===== src/abx_pkg.sv =====
package abx_pkg;

    //////////////////////////////////////////////////////////////////////////
    // register map, byte addresses of aligned 32-bit words
    localparam logic [7:0] CTRL_OFF   = 8'h00;
    localparam logic [7:0] ACC_OFF    = 8'h04;
    localparam logic [7:0] STATUS_OFF = 8'h08;
    localparam logic [7:0] STATE_OFF  = 8'h0c;
    localparam logic [7:0] COUNT_OFF  = 8'h10;

    // control fields
    localparam int CTRL_RUN_BIT  = 0;
    localparam int CTRL_STEP_BIT = 1;

    // status fields
    localparam int ST_C_BIT  = 0;
    localparam int ST_DC_BIT = 1;
    localparam int ST_Z_BIT  = 2;
    localparam int ST_OV_BIT = 3;

    // state fields
    localparam int STATE_PH_LSB   = 0;
    localparam int STATE_SKIP_BIT = 2;
    localparam int STATE_BUSY_BIT = 3;
    localparam int STATE_IR_LSB   = 16;

    // reset values
    localparam logic [7:0]  ACC_RST    = 8'h00;
    localparam logic [3:0]  STATUS_RST = 4'h0;
    localparam logic [15:0] NOP_WORD   = 16'h0000;

    //////////////////////////////////////////////////////////////////////////
    // opcode patterns on the upper bits of the instruction word
    localparam logic [6:0] ADDC_HI7 = 7'h08;
    localparam logic [6:0] ANDF_HI7 = 7'h05;
    localparam logic [7:0] ANDL_HI8 = 8'hb5;
    localparam logic [4:0] BSET_HI5 = 5'h10;
    localparam logic [4:0] BCLR_HI5 = 5'h11;
    localparam logic [4:0] TSTO_HI5 = 5'h12;
    localparam logic [4:0] TSTZ_HI5 = 5'h13;

    typedef enum logic [2:0] {
        op_none,
        add_with_carry_op,
        and_literal_op,
        and_register_op,
        bit_clear_op,
        bit_set_op,
        test_skip_if_zero_op,
        test_skip_if_one_op
    } abx_op_t;

    typedef enum logic [1:0] {
        PH_DECODE,
        PH_READ,
        PH_PROCESS,
        PH_WRITE
    } abx_phase_t;

    // anything outside the group executes as a no-operation
    function automatic abx_op_t abx_decode(input logic [15:0] ir);
        abx_op_t op;
        op = op_none;
        if (ir[15:9] == ADDC_HI7)
            op = add_with_carry_op;
        else if (ir[15:8] == ANDL_HI8)
            op = and_literal_op;
        else if (ir[15:9] == ANDF_HI7)
            op = and_register_op;
        else if (ir[15:11] == BCLR_HI5)
            op = bit_clear_op;
        else if (ir[15:11] == BSET_HI5)
            op = bit_set_op;
        else if (ir[15:11] == TSTZ_HI5)
            op = test_skip_if_zero_op;
        else if (ir[15:11] == TSTO_HI5)
            op = test_skip_if_one_op;
        return op;
    endfunction : abx_decode

endpackage : abx_pkg

===== src/abx_alu.sv =====
`timescale 1ns/1ps
module abx_alu (
    input  abx_pkg::abx_op_t op,
    input  wire logic [7:0]  acc,
    input  wire logic [7:0]  file_byte,
    input  wire logic [7:0]  literal,
    input  wire logic [2:0]  bit_idx,
    input  wire logic        dest,
    input  wire logic [3:0]  flags_in,
    output logic      [7:0]  result,
    output logic      [3:0]  flags_out,
    output logic      [3:0]  flag_mask,
    output logic             wr_acc,
    output logic             wr_file,
    output logic             skip
);
    import abx_pkg::*;

    function automatic logic [7:0] bit_mask(input logic [2:0] idx);
        return 8'h01 << idx;
    endfunction : bit_mask

    logic [8:0] sum9;
    logic [4:0] sum5;
    logic [7:0] and_f;
    logic       sel_bit;

    assign sum9    = {1'b0, acc} + {1'b0, file_byte} + {8'h00, flags_in[ST_C_BIT]};
    assign sum5    = {1'b0, acc[3:0]} + {1'b0, file_byte[3:0]} + {4'h0, flags_in[ST_C_BIT]};
    assign and_f   = acc & file_byte;
    assign sel_bit = file_byte[bit_idx];

    always_comb begin
        result    = file_byte;
        flags_out = flags_in;
        flag_mask = 4'h0;
        wr_acc    = 1'b0;
        wr_file   = 1'b0;
        skip      = 1'b0;
        unique case (op)
            add_with_carry_op: begin
                result                = sum9[7:0];
                flags_out[ST_C_BIT]   = sum9[8];
                flags_out[ST_DC_BIT]  = sum5[4];
                flags_out[ST_Z_BIT]   = (sum9[7:0] == 8'h00);
                flags_out[ST_OV_BIT]  = (acc[7] == file_byte[7]) && (sum9[7] != acc[7]);
                flag_mask             = 4'hf;
                wr_acc                = ~dest;
                wr_file               = dest;
            end
            and_literal_op: begin
                result               = acc & literal;
                flags_out[ST_Z_BIT]  = ((acc & literal) == 8'h00);
                flag_mask[ST_Z_BIT]  = 1'b1;
                wr_acc               = 1'b1;
            end
            and_register_op: begin
                result               = and_f;
                flags_out[ST_Z_BIT]  = (and_f == 8'h00);
                flag_mask[ST_Z_BIT]  = 1'b1;
                wr_acc               = ~dest;
                wr_file              = dest;
            end
            bit_clear_op: begin
                result  = file_byte & ~bit_mask(bit_idx);
                wr_file = 1'b1;
            end
            bit_set_op: begin
                result  = file_byte | bit_mask(bit_idx);
                wr_file = 1'b1;
            end
            test_skip_if_zero_op: skip = ~sel_bit;
            test_skip_if_one_op:  skip = sel_bit;
            op_none: ;
        endcase
    end

endmodule : abx_alu


===== src/abx_exec.sv =====
// Design decisions made here: the register addresses and the APB slave port.
`timescale 1ns/1ps
module abx_exec #(
    parameter int APB_ADDR_W = 8
) (
    input  wire logic                  CLK,
    input  wire logic                  RST,
    input  wire logic                  PSEL,
    input  wire logic                  PENABLE,
    input  wire logic                  PWRITE,
    input  wire logic [APB_ADDR_W-1:0] PADDR,
    input  wire logic [31:0]           PWDATA,
    output logic      [31:0]           PRDATA,
    output logic                       PREADY,
    output logic                       PSLVERR,
    input  wire logic [15:0]           IR_DATA,
    input  wire logic                  IR_VALID,
    output logic                       IR_TAKE,
    output logic      [7:0]            DM_ADDR,
    input  wire logic [7:0]            DM_RDATA,
    output logic      [7:0]            DM_WDATA,
    output logic                       DM_WE
);
    import abx_pkg::*;

    if (APB_ADDR_W < 8) begin : g_addr_check
        $error("APB_ADDR_W too small for the register map");
    end

    //////////////////////////////////////////////////////////////////////////
    // state
    abx_phase_t  phase_reg;
    abx_phase_t  phase_next;
    abx_op_t     op_reg;
    logic [15:0] exec_ir_reg;
    logic [15:0] exec_ir_next;
    logic [7:0]  operand_reg;
    logic [7:0]  result_reg;
    logic [3:0]  flag_val_reg;
    logic [3:0]  flag_mask_reg;
    logic        wr_acc_reg;
    logic        skip_take_reg;
    logic        skip_reg;
    logic        run_reg;
    logic        step_reg;
    logic [7:0]  acc_reg;
    logic [7:0]  acc_next;
    logic [3:0]  status_reg;
    logic [3:0]  status_next;
    logic [31:0] count_reg;
    logic [7:0]  dm_addr_reg;
    logic [7:0]  dm_wdata_reg;
    logic        dm_we_reg;
    logic        ir_take_reg;
    logic [31:0] prdata_reg;
    logic        pready_reg;
    logic        pslverr_reg;

    //////////////////////////////////////////////////////////////////////////
    // alu
    logic [7:0] alu_result;
    logic [3:0] alu_flags;
    logic [3:0] alu_mask;
    logic       alu_wr_acc;
    logic       alu_wr_file;
    logic       alu_skip;

    abx_alu u_alu (
        .op        (op_reg),
        .acc       (acc_reg),
        .file_byte (operand_reg),
        .literal   (exec_ir_reg[7:0]),
        .bit_idx   (exec_ir_reg[10:8]),
        .dest      (exec_ir_reg[8]),
        .flags_in  (status_reg),
        .result    (alu_result),
        .flags_out (alu_flags),
        .flag_mask (alu_mask),
        .wr_acc    (alu_wr_acc),
        .wr_file   (alu_wr_file),
        .skip      (alu_skip)
    );

    //////////////////////////////////////////////////////////////////////////
    // apb decode
    wire apb_setup  = PSEL & PENABLE & ~pready_reg;
    wire apb_done   = PSEL & PENABLE & pready_reg;
    wire apb_wr     = apb_done & PWRITE;
    wire [7:0] addr = PADDR[7:0];
    wire hit_ctrl   = (addr == CTRL_OFF);
    wire hit_acc    = (addr == ACC_OFF);
    wire hit_status = (addr == STATUS_OFF);
    wire hit_state  = (addr == STATE_OFF);
    wire hit_count  = (addr == COUNT_OFF);
    wire hit_any    = hit_ctrl | hit_acc | hit_status | hit_state | hit_count;
    wire hi_zero    = (APB_ADDR_W <= 8) ? 1'b1 : ((PADDR >> 8) == '0);
    wire mapped     = hit_any & hi_zero;
    wire wr_ctrl    = apb_wr & mapped & hit_ctrl;
    wire wr_acc_sw  = apb_wr & mapped & hit_acc;
    wire wr_stat_sw = apb_wr & mapped & hit_status;

    //////////////////////////////////////////////////////////////////////////
    // phase sequencing
    // a cycle once started always finishes, so stopping never leaves a
    // half-written file byte behind
    wire busy     = phase_reg != PH_DECODE;
    wire active   = run_reg | step_reg | busy;
    wire in_dec   = active & (phase_reg == PH_DECODE);
    wire in_read  = phase_reg == PH_READ;
    wire in_proc  = phase_reg == PH_PROCESS;
    wire in_write = phase_reg == PH_WRITE;

    always_comb begin
        phase_next = phase_reg;
        unique case (phase_reg)
            PH_DECODE:  if (active) phase_next = PH_READ;
            PH_READ:    phase_next = PH_PROCESS;
            PH_PROCESS: phase_next = PH_WRITE;
            PH_WRITE:   phase_next = PH_DECODE;
        endcase
    end

    // fetch slot at the end of every cycle; a taken skip throws it away
    wire fetch_ok = ir_take_reg & IR_VALID;
    assign exec_ir_next = skip_take_reg ? NOP_WORD :
                          fetch_ok      ? IR_DATA  :
                                          NOP_WORD;

    //////////////////////////////////////////////////////////////////////////
    // accumulator and flags: the instruction's write beats a software write
    // landing on the same edge
    wire hw_acc_wr = in_write & wr_acc_reg;
    assign acc_next = hw_acc_wr ? result_reg :
                      wr_acc_sw ? PWDATA[7:0] :
                                  acc_reg;

    wire [3:0] sw_status = wr_stat_sw ? PWDATA[3:0] : status_reg;
    wire [3:0] hw_mask   = in_write ? flag_mask_reg : 4'h0;
    assign status_next = (sw_status & ~hw_mask) | (flag_val_reg & hw_mask);

    //////////////////////////////////////////////////////////////////////////
    // read mux
    wire [31:0] state_word = {exec_ir_reg, 12'h000, busy, skip_reg, phase_reg};
    wire [31:0] rd_mux = hit_ctrl   ? {30'h0, step_reg, run_reg} :
                         hit_acc    ? {24'h0, acc_reg} :
                         hit_status ? {28'h0, status_reg} :
                         hit_state  ? state_word :
                         hit_count  ? count_reg :
                                      32'h0;

    //////////////////////////////////////////////////////////////////////////
    // sequencer flops
    always_ff @(posedge CLK) begin
        if (RST) begin
            phase_reg <= PH_DECODE;
        end else begin
            phase_reg <= phase_next;
        end
    end

    always_ff @(posedge CLK) begin
        if (RST) begin
            op_reg      <= op_none;
            dm_addr_reg <= 8'h00;
        end else if (in_dec) begin
            op_reg      <= abx_decode(exec_ir_reg);
            dm_addr_reg <= exec_ir_reg[7:0];
        end
    end

    // file byte sampled at the end of the read phase
    always_ff @(posedge CLK) begin
        if (RST) begin
            operand_reg <= 8'h00;
        end else if (in_read) begin
            operand_reg <= DM_RDATA;
        end
    end

    always_ff @(posedge CLK) begin
        if (RST) begin
            result_reg    <= 8'h00;
            flag_val_reg  <= 4'h0;
            flag_mask_reg <= 4'h0;
            wr_acc_reg    <= 1'b0;
            skip_take_reg <= 1'b0;
        end else if (in_proc) begin
            result_reg    <= alu_result;
            flag_val_reg  <= alu_flags;
            flag_mask_reg <= alu_mask;
            wr_acc_reg    <= alu_wr_acc;
            skip_take_reg <= alu_skip;
        end
    end

    // write strobe and fetch strobe stand through the write phase only
    always_ff @(posedge CLK) begin
        if (RST) begin
            dm_wdata_reg <= 8'h00;
            dm_we_reg    <= 1'b0;
            ir_take_reg  <= 1'b0;
        end else begin
            if (in_proc) begin
                dm_wdata_reg <= alu_result;
            end
            dm_we_reg   <= in_proc & alu_wr_file;
            ir_take_reg <= in_proc;
        end
    end

    // one word per cycle; the next word is in place for the next decode
    always_ff @(posedge CLK) begin
        if (RST) begin
            exec_ir_reg <= NOP_WORD;
            skip_reg    <= 1'b0;
            count_reg   <= 32'h0;
        end else if (in_write) begin
            exec_ir_reg <= exec_ir_next;
            skip_reg    <= skip_take_reg;
            count_reg   <= count_reg + 32'h1;
        end
    end

    //////////////////////////////////////////////////////////////////////////
    // software visible state
    always_ff @(posedge CLK) begin
        if (RST) begin
            acc_reg    <= ACC_RST;
            status_reg <= STATUS_RST;
        end else begin
            acc_reg    <= acc_next;
            status_reg <= status_next;
        end
    end

    // step is self clearing: it runs exactly one instruction cycle
    always_ff @(posedge CLK) begin
        if (RST) begin
            run_reg  <= 1'b0;
            step_reg <= 1'b0;
        end else begin
            if (wr_ctrl) begin
                run_reg <= PWDATA[CTRL_RUN_BIT];
            end
            if (wr_ctrl & PWDATA[CTRL_STEP_BIT]) begin
                step_reg <= 1'b1;
            end else if (in_write) begin
                step_reg <= 1'b0;
            end
        end
    end

    //////////////////////////////////////////////////////////////////////////
    // apb slave: one wait state, answer registered
    always_ff @(posedge CLK) begin
        if (RST) begin
            pready_reg  <= 1'b0;
            prdata_reg  <= 32'h0;
            pslverr_reg <= 1'b0;
        end else begin
            pready_reg  <= apb_setup;
            pslverr_reg <= apb_setup & ~mapped;
            if (apb_setup) begin
                prdata_reg <= (mapped & ~PWRITE) ? rd_mux : 32'h0;
            end
        end
    end

    //////////////////////////////////////////////////////////////////////////
    // outputs
    assign PRDATA   = prdata_reg;
    assign PREADY   = pready_reg;
    assign PSLVERR  = pslverr_reg;
    assign IR_TAKE  = ir_take_reg;
    assign DM_ADDR  = dm_addr_reg;
    assign DM_WDATA = dm_wdata_reg;
    assign DM_WE    = dm_we_reg;

endmodule : abx_exec


===== config.mk =====
export PLATFORM = sky130hd
export DESIGN_NAME = abx_exec
export DESIGN_NICKNAME = d
export VERILOG_FILES = /design/src/abx_pkg.sv /design/src/abx_alu.sv /design/src/abx_exec.sv
export SDC_FILE = /design/constraint.sdc
export NUM_CORES = 1
export LEC_CHECK = 0
export ABC_AREA = 1
export BUFFER_PORTS_ARGS = -buffer_cell sky130_fd_sc_hd__buf_2
export CAP_MARGIN = 20
export CORE_MARGIN = 8
export CORE_UTILIZATION = 48
export CTS_CLUSTER_DIAMETER = 80
export DETAILED_ROUTE_END_ITERATION = 7
export MAX_ROUTING_LAYER = met4
export PLACE_DENSITY = 0.7
export SYNTH_ARGS = -nofsm -noshare
export SYNTH_HDL_FRONTEND = slang
export SYNTH_SLANG_ARGS = --single-unit

===== constraint.sdc =====
create_clock -name CLK -period 2.25 [get_ports CLK]
set_input_delay 0.1125 -clock CLK [delete_from_list [all_inputs] [get_ports CLK]]
set_output_delay 0.1125 -clock CLK [all_outputs]
set_load 0.005 [all_outputs]

# [Yosys cells after proc, flatten, opt, wreduce, memory -nomap -nowiden]
# Cells that the tools add are included.
[word_totals] elab_cells=134 register_bits=138 in_bits=70 output_inout_bits=52
[classes] add_sub_neg=5 bitwise=35 eq_ne=24 n_lt_le_gt_ge=1 n_reduce_logical=12 shift=1 n_mux=35
[ops] operator="two-way mux 32 bit" n=6
[ops] operator="one-hot mux 8 bit (5 select lines)" n=1
[ops] operator="adder 32 x 1 -> 32 bit (second input constant)" n=1
[ops] operator="zero test 8 bit" n=4
[ops] operator="two-way mux 16 bit" n=2
[ops] operator="AND 8 bit" n=3
[ops] operator="two-way mux 3 bit" n=7
[ops] operator="equality test 5 bit (second input constant)" n=4
[ops] operator="equality test 8 x 4 -> 1 bit (second input constant)" n=2
[ops] operator="two-way mux 8 bit" n=2
[ops] operator="AND 1 bit" n=15
[ops] operator="equality test 3 bit (second input constant)" n=4
[ops] operator="adder 8 x 8 -> 9 bit" n=1
[ops] operator="adder 9 x 1 -> 9 bit" n=1
[ops] operator="AND 4 bit" n=2
[ops] operator="equality test 8 x 3 -> 1 bit (second input constant)" n=1
[ops] operator="equality test 8 x 5 -> 1 bit (second input constant)" n=1
[ops] operator="equality test 8 bit (second input constant)" n=1
[ops] operator="two-way mux 4 bit" n=2
[ops] operator="inverter 8 bit" n=1
[ops] operator="OR 8 bit" n=1
[ops] operator="one-hot mux 2 bit (4 select lines)" n=1
[ops] operator="left shift 1 x 3 -> 8 bit (first input constant)" n=1
[ops] operator="equality test 7 x 3 -> 1 bit (second input constant)" n=1
[ops] operator="25 further kinds" n=48

# [Longest topological paths before layout]
# Gate-level depths: netlist of run 1.
[depth] ltp_word=10 ltp_mapped=15

# [Cells and area by module]
# A second synthesis of run 1 with hierarchy kept.
[unflattened] cells_unflattened=1121 area_unflattened_um2=7493.4
[by_module_without_submodules] module="abx_exec" cells_each=892 n_inst=1 area_per_inst_um2=6246.0 seq_area_each_um2=2762.6
[by_module_without_submodules] module="abx_alu" cells_each=229 n_inst=1 area_per_inst_um2=1247.4 seq_area_each_um2=0.0

# [Worst setup path after synthesis of run 1]
# No wires, ideal clock.
[synth_path] kind="reg2reg" startpoint="reg operand_reg[0]" endpoint="reg flag_val_reg[2]" stages_incl_launch_ff=16 path_buffers=0 required_time_ns=2.118 setup_ns=0.132 synth_period_minus_slack_ns=2.048 setup_slack_ns=0.202 t_arrival_ns=1.915 cell_sequence="dfxtp_1 -> inv_1 -> fa_1 -> fa_1 -> inv_1 -> nand2_1 -> nand2_1 -> nand3_1 -> nand2_1 -> nand2_1 -> nand2_1 -> nor2_1 -> nand2_1 -> nand2_1 -> nand2_1 -> a21oi_1"
[synth_between] elab_chain_len=4 elab_cells_between_ends=6 classes_between="2 x add/sub; 1 x mux; 1 x bitwise; 2 x reduce/logical"
[synth_lines] item="start: declaration" line_no="abx_exec.sv:37" source="logic [7:0] operand_reg;"
[synth_lines] item="start signal: assignment" line_no="abx_exec.sv:174" source="operand_reg <= 8'h00;"
[synth_lines] item="start signal: assignment" line_no="abx_exec.sv:176" source="operand_reg <= DM_RDATA;"
[synth_lines] item="adder 8 x 8 -> 9 bit" line_no="abx_alu.sv:28" source="assign sum9 = {1'b0, acc} + {1'b0, file_byte} + {8'h00, flags_in[ST_C_BIT]};"
[synth_lines] item="adder 9 x 1 -> 9 bit" line_no="abx_alu.sv:28"
[synth_lines] item="zero test 8 bit" line_no="abx_alu.sv:45" source="flags_out[ST_Z_BIT] = (sum9[7:0] == 8'h00);"
[synth_lines] item="one-hot mux 1 bit (3 select lines) *" line_no="abx_alu.sv:40" source="unique case (op)"
[synth_lines] item="end signal: assignment" line_no="abx_exec.sv:189" source="flag_val_reg <= alu_flags;"
[synth_lines] item="end: declaration" line_no="abx_exec.sv:39" source="logic [3:0] flag_val_reg;"
# Every way passes the cells marked *; elsewhere a longest branch is shown, timed or not.
# A chain may end at the register's enable or synchronous reset.

# [Worst setup path after layout of run 1]
# Ends and elaborated chain as after synthesis.

==> impl_metrics.toml, run 1 <==
[layout]
layout.nets = 1274
most_frequent_standard_cell_in_the_layout_excluding_fill_and_tap_cells = "sky130_fd_sc_hd__nand2_1"
layout.cells.most_common_list = "225 x sky130_fd_sc_hd__nand2_1, 136 x sky130_fd_sc_hd__dfxtp_1, 124 x sky130_fd_sc_hd__nor2_1, 104 x sky130_fd_sc_hd__a21oi_1, 97 x sky130_fd_sc_hd__buf_2"
postLayoutCoreUtil_pct = 59.4
antenna_diode_count = 0
design_area_sq_mm = 0.00893
layout.filler_cells = 1447
final_layout_size_suffix_gt1_share_pct = 17.6
layout-area-overhead-vs-synth_pct = 21.9

[critical_path]
worstSetupPathType = "flip-flop to flip-flop"
critical_path.endpoint = "flag_val_reg[2]"
regToRegEndpoint = "flag_val_reg[2]"
crit-reg2reg-launch = "operand_reg[0]"
path_max_fanout = 2
worst_setup_path_end_kind = "flip-flop"
reg2regPathDepth = 11
startpoint = "operand_reg[0]"
cp.arrival_ns = 2.48
critPathRequiredTime_ns = 2.60
critical_path.startpoint_type = "flip-flop"
worst-r2r-setup-slack_ns = 0.12

[worst_hold_path]
hold_removal_path_class = "input pin to flip-flop"

[detailed_routing]
wl_per_cell_microns = 16.6
drt_pass1_iterations = 5
first_iter_violations = 544
routed_wirelength_microns = 23100
remaining_drc_errors = 0
wl_met3_microns = 1720
wirelength_met1_microns = 11200
ant_nets = 0
detailroute.via_count = 7591
top_signal_layer_used = "met4"
detailroute.wirelength.met2_microns = 9770
routed_via_density = 5.47

[die]
placeableCoreArea_sq_mm = 0.0150
rows = 45
die_h_microns = 139
fp.dieArea_sq_mm = 0.0195
initial_standard_cell_utilization_of_the_core_pct = 48.7
pin_count = 122
fp.dieW_microns = 139

[placement]
buffers_on_ports = 97
pre_cts_ws_ns = 0.0608
routabilityCongestion = 0.965
detailed_place.area_sq_mm = 0.00801
dp_hpwl_microns = 17200

[sta]
finalSetupViolCount = 0
grt_setup_unrepaired = "no"
worstMarginPinSlew_ns = 0.638
worst_slew_margin_rel_pct = 57.4
totalNegativeSetupSlack_ns = 0
layout_setup_ws_ns = 0.122
post-route-period-util_pct = 94.6
timing.final.crit_period_ns = 2.13
hold-worst-slack_ns = 0.0307
hold_viol_final = 0
report.final.slew_viol_count = 0
maximum_clock_skew_at_final_layout_ns = 0.00864
timing.fmax_ghz = 0.470

[synth]
post_synth_fa_ha_maj_area_fraction_pct = 3.11
syn_area_sq_mm = 0.00732
seq_area_frac_synth_pct = 37.2
yosys-mux-area-fraction_pct = 1.23
main_combinational_cell_family_by_area_after_synthesis = "simple AND/OR/NAND/NOR gates"
postSynthRegisterBits = 136
synth.yosys.warnings = 0
synth_edf_count = 0
synth_fp_nets = 1156
synthCells = 1069
ys_async_sr_fraction_pct = 0
synth-compound-area-share_pct = 16.4
synth_ff_type = "sky130_fd_sc_hd__dfxtp_1"
post_synth_xor_area_fraction_pct = 1.20
post_synth_and_or_nand_nor_area_fraction_pct = 32.5
post_synth.cell_area_avg_sq_um = 6.85
synth.distinct_cells = 50

[global_routing]
globalRoute.totalOverflow = 0
grt_util_all_layers_pct = 24.4
grt_start_max_net_pins = 58
grt_pass1_wl_microns = 37100
number_of_global_route_vias_before_repair = 7134
antenna_found_initial = 0

[clock_network]
clk_pin_slew_ns = 0.06
clk_root_buffer_cell = "sky130_fd_sc_hd__clkbuf_16"
cts_tree = "done"
tritoncts.num_buffers = 17
clockBufferDepth = 2
cts.sinks = 136
worst_skew_pair.late_latency_ns = 0.42
post_cts_buffers = 0
h-tree-depth = 4

[power]
switching_share_of_power_pct = 27.4
power_per_cell_area_mw_per_mm2 = 770
total_switching_power_w = 0.00189
p_seq_share_pct = 39.1
vdd.ir_drop.worst_mv = 0.651
clockPowerShare_pct = 46.0
internal_power_w = 0.00499
pwr-share-comb_pct = 15.0
power_leakage_nw = 3.67

[outcome]
outcome = "completed"

[job]
max-cap-violations = 0
-- per-layer routing --
layer  GRT usage [%]  vias to the layer above
li1                -                     3817
met2            35.5                      252
met1            32.7                     3496
met3            6.16                       26
met5               -                        -
met4            6.93                        0
-- synthesized netlist by cell type, types with 3 or more instances --
master	count	area (sq um)
sky130_fd_sc_hd__nor2_1	124	465
sky130_fd_sc_hd__nor4_2	3	37.5
sky130_fd_sc_hd__o211ai_1	10	75.1
sky130_fd_sc_hd__nand3_2	3	30.0
sky130_fd_sc_hd__nor3_1	20	100
sky130_fd_sc_hd__o31ai_1	3	22.5
sky130_fd_sc_hd__mux2_2	8	90.1
sky130_fd_sc_hd__nand3b_1	3	22.5
sky130_fd_sc_hd__inv_1	95	357
sky130_fd_sc_hd__inv_2	12	45.0
sky130_fd_sc_hd__buf_2	15	75.1
sky130_fd_sc_hd__buf_1	3	11.3
sky130_fd_sc_hd__nor3_4	3	48.8
sky130_fd_sc_hd__ha_1	15	188
sky130_fd_sc_hd__dfxtp_1	136	2720
sky130_fd_sc_hd__clkbuf_1	24	90.1
sky130_fd_sc_hd__a211oi_1	3	22.5
sky130_fd_sc_hd__nor2_2	5	31.3
sky130_fd_sc_hd__a21oi_1	104	521
sky130_fd_sc_hd__nand2_1	225	845
sky130_fd_sc_hd__nand2_2	8	50.1
sky130_fd_sc_hd__o21ai_0	77	385
sky130_fd_sc_hd__o22ai_1	5	31.3
sky130_fd_sc_hd__o21ai_1	8	40.0
sky130_fd_sc_hd__nor2_4	4	45.0
sky130_fd_sc_hd__or2_2	4	25.0
sky130_fd_sc_hd__xor2_1	8	70.1
sky130_fd_sc_hd__a31oi_1	4	25.0
sky130_fd_sc_hd__nand4_1	38	238
sky130_fd_sc_hd__nand3_1	73	365
-- kinds of logic (layout without fill, tap and decap cells) --
group	Yosys count	after routing
mux	8	8
fa+ha+maj	17	17
buf+inv	154	285
simple gates	521	521
compound gates	223	223
flops	136	136
xor+xnor	10	10
-- critical path, stage by stage (launching register included) --
cell and delay, ns:
sky130_fd_sc_hd__dfxtp_1 0.33, sky130_fd_sc_hd__inv_1 0.09, sky130_fd_sc_hd__fa_2 0.41, sky130_fd_sc_hd__fa_2 0.55, sky130_fd_sc_hd__nand4_1 0.09, sky130_fd_sc_hd__nor2_1 0.12
sky130_fd_sc_hd__nand3_1 0.09, sky130_fd_sc_hd__nor2_1 0.09, sky130_fd_sc_hd__nand2_1 0.07, sky130_fd_sc_hd__nand2_1 0.06, sky130_fd_sc_hd__nand2_1 0.05, sky130_fd_sc_hd__a21oi_1 0.12
-- cell type report --
cell class / count / area (sq um) / area share [%]
clock buffer: 21 / 480 / 5.38
clock inverter: 11 / 193 / 2.16
inverter: 108 / 405 / 4.54
multi-input combinational: 779 / 3980 / 44.6
sequential: 136 / 2720 / 30.5
tap: 188 / 235 / 2.64
timing repair buffer: 145 / 906 / 10.1
-- stage by stage --
stage | instances | total power, W
2_1_floorplan | 1069 | 0.00334
3_3_place_gp | 1332 | 0.00370
3_5_place_dp | 1332 | 0.00371
4_1_cts | 1388 | 0.00689
5_1_grt | 1388 | 0.00715
6_report | 1388 | 0.00687
-- what timing repair did --
action                                  4_1_cts  5_1_grt
hold endpoints to repair                     24        0
gates resized for setup                       0        2
endpoints found under the setup margin        0        3
hold buffers                                 24        0
-- power by group through the flow --
stage / Sequential (W) / Clock, W / Combinational, W
2_1_floorplan: 0.00267 / 0 / 0.000671
3_3_place_gp: 0.00273 / 0 / 0.000973
3_5_place_dp: 0.00273 / 0 / 0.000977
4_1_cts: 0.00268 / 0.00319 / 0.00101
5_1_grt: 0.00270 / 0.00330 / 0.00115
6_report: 0.00269 / 0.00316 / 0.00103
-- worst min-delay path by stage --
stage                           start             end  slack, ns  depth (start not counted)
after CTS                  IR_DATA[2]  exec_ir_reg[2]       0.02                          3
after global routing      DM_RDATA[0]  operand_reg[0]       0.04                          3
after detailed placement  DM_RDATA[7]  operand_reg[7]       0.34                          3
final                      IR_DATA[2]  exec_ir_reg[2]       0.03                          3
after floorplan           DM_RDATA[3]  operand_reg[3]       0.25                          2
after global placement    DM_RDATA[3]  operand_reg[3]       0.34                          3
Note: power is estimated with default switching activity, not from simulation.
==> run 2, diff against run 1 <==
--- a/config.mk
+++ b/config.mk
@@ -10,6 +10,7 @@
 export CAP_MARGIN = 20
 export CORE_MARGIN = 8
 export CORE_UTILIZATION = 48
+export CTS_BUF_LIST = sky130_fd_sc_hd__clkbuf_2 sky130_fd_sc_hd__clkbuf_4 sky130_fd_sc_hd__clkbuf_8
 export CTS_CLUSTER_DIAMETER = 80
 export DETAILED_ROUTE_END_ITERATION = 7
 export MAX_ROUTING_LAYER = met4
==> run 2 against run 1 <==
Against the previous run:
- via count about the same
- register-to-register slack about the same
- flip-flop and latch count unchanged
- critical path type unchanged
- non-clock buffer count increased by 3
- routed wire length decreased by 0.34%
- sequential share of layout area increased by 0.56 points
- clock skew increased by 0.0021 ns
==> impl_metrics.toml, run 2 (synthesis gave the netlist of run 1 again) <==
[outcome]
outcome = "completed"

[die]
fp.dieArea_sq_mm = 0.0195
pin_count = 122
rows = 45
initial_standard_cell_utilization_of_the_core_pct = 48.7
die_h_microns = 139
fp.dieW_microns = 139
placeableCoreArea_sq_mm = 0.0150

[sta]
grt_setup_unrepaired = "no"
timing.fmax_ghz = 0.473
timing.final.crit_period_ns = 2.11
layout_setup_ws_ns = 0.135
worst_slew_margin_rel_pct = 57.9
hold_viol_final = 0
worstMarginPinSlew_ns = 0.631
post-route-period-util_pct = 94.0
totalNegativeSetupSlack_ns = 0
report.final.slew_viol_count = 0
finalSetupViolCount = 0
maximum_clock_skew_at_final_layout_ns = 0.0107

[placement]
routabilityCongestion = 0.965
buffers_on_ports = 97
detailed_place.area_sq_mm = 0.00801
pre_cts_ws_ns = 0.0608
dp_hpwl_microns = 17200

[clock_network]
cts_tree = "done"
worst_skew_pair.late_latency_ns = 0.46
post_cts_buffers = 0
tritoncts.num_buffers = 17
clockBufferDepth = 2
clk_pin_slew_ns = 0.08
clk_root_buffer_cell = "sky130_fd_sc_hd__clkbuf_8"
cts.sinks = 136
h-tree-depth = 4

[power]
vdd.ir_drop.worst_mv = 0.409
switching_share_of_power_pct = 29.4
power.total_w = 0.00615
internal_power_w = 0.00434
power_per_cell_area_mw_per_mm2 = 701
total_switching_power_w = 0.00180
clockPowerShare_pct = 39.5
p_seq_share_pct = 43.6
pwr-share-comb_pct = 16.9
power_leakage_nw = 3.60

[detailed_routing]
wl_per_cell_microns = 16.5
remaining_drc_errors = 0
first_iter_violations = 575
drt_pass1_iterations = 5
routed_wirelength_microns = 23000
detailroute.via_count = 7585
routed_via_density = 5.45
ant_nets = 0

[layout]
antenna_diode_count = 0
design_area_sq_mm = 0.00876
layout-area-overhead-vs-synth_pct = 19.7
layout.cells.most_common_list = "225 x sky130_fd_sc_hd__nand2_1, 136 x sky130_fd_sc_hd__dfxtp_1, 124 x sky130_fd_sc_hd__nor2_1, 104 x sky130_fd_sc_hd__a21oi_1, 97 x sky130_fd_sc_hd__buf_2"
most_frequent_standard_cell_in_the_layout_excluding_fill_and_tap_cells = "sky130_fd_sc_hd__nand2_1"
final_layout_size_suffix_gt1_share_pct = 17.5
layout.nets = 1277

[critical_path]
critical_path_cell_by_cell = "inv_1 > fa_2 > fa_2 > nand4_1 > nor2_1 > nand3_1 > nor2_1 > nand2_1 > nand2_1 > nand2_1 > a21oi_1"
worstSetupPathType = "flip-flop to flip-flop"
crit-reg2reg-launch = "operand_reg[0]"
worst-r2r-setup-slack_ns = 0.14
worst_path_most_repeated_cell = "sky130_fd_sc_hd__nand2_1"
critical_path.startpoint_type = "flip-flop"
path_delay_family = "adder cells"
cell_depth_of_the_worst_setup_path = 11
critical_path_buffers_and_inverters = 1
path_max_fanout = 2
reg2regPathDepth = 11
regToRegEndpoint = "flag_val_reg[2]"
critical_path.slowest_cell = "sky130_fd_sc_hd__fa_2"
cp.arrival_ns = 2.50
critical_path.max_stage_delay_ns = 0.55
critPathRequiredTime_ns = 2.64
worst_setup_path_end_kind = "flip-flop"

[job]
max-cap-violations = 0

[global_routing]
number_of_global_route_vias_before_repair = 7126
antenna_found_initial = 0
grt_util_all_layers_pct = 24.3
grt_pass1_wl_microns = 36900
globalRoute.totalOverflow = 0
grt_start_max_net_pins = 58

[worst_hold_path]
worstHoldPathCells = 4
timing.hold.worst_endpoint = "acc_reg[7]"
min_from = "PWDATA[7]"
hold_removal_path_class = "input pin to flip-flop"
## run 2: how the worst max path moves through the flow
stage	from	slack [ns]	endpoint
floorplan	operand_reg[0]	0.20	flag_val_reg[2]
global placement	operand_reg[0]	0.08	flag_val_reg[2]
detailed placement	operand_reg[0]	0.06	flag_val_reg[2]
CTS	operand_reg[0]	0.05	flag_val_reg[2]
global route	operand_reg[0]	0.02	flag_val_reg[2]
finish	operand_reg[0]	0.14	flag_val_reg[2]
## run 2: layout make-up
type,instances,area [sq um]
multi-input cells,779,3980
repair buffers,148,936
flip-flops and latches,136,2720
fillers,1469,6270
well taps,188,235
inverters,108,405
clock buffers,21,289
clock inverters,11,193
## run 2: layer usage
layer	part of all wire, %	GRT usage (%)
met5	0	-
met2	42	35.4
met3	7.8	5.98
met4	1.7	6.82
met1	49	32.6
## run 2: power groups by stage
stage	registers [W]	logic (W)	clock network [W]
after floorplan	0.00267	0.000671	0
final	0.00268	0.00104	0.00243
after global placement	0.00273	0.000973	0
after CTS	0.00268	0.00102	0.00246
after global routing	0.00270	0.00116	0.00256
after detailed placement	0.00273	0.000977	0
## run 2: metrics by stage
step / instances / util [%] / hold WS (ns)
floorplan: 1069 / - / 0.247
global placement: 1332 / 53.3 / 0.336
detailed placement: 1332 / 53.3 / 0.341
CTS: 1391 / 58.3 / 0.000184
global route: 1391 / 58.3 / 0.0121
finish: 1391 / 58.3 / 0.0166
## run 2: worst min-delay path: stages
cell	delay [ns]
sky130_fd_sc_hd__buf_2	0.08
sky130_fd_sc_hd__mux2_2	0.13
sky130_fd_sc_hd__nor2_1	0.04
sky130_fd_sc_hd__nor2_1	0.08
## run 2: repair_timing
action	in CTS	in global routing
endpoints found under the hold margin	27	0
hold buffers	27	0
gates resized for setup	0	2
setup endpoints to repair	0	3
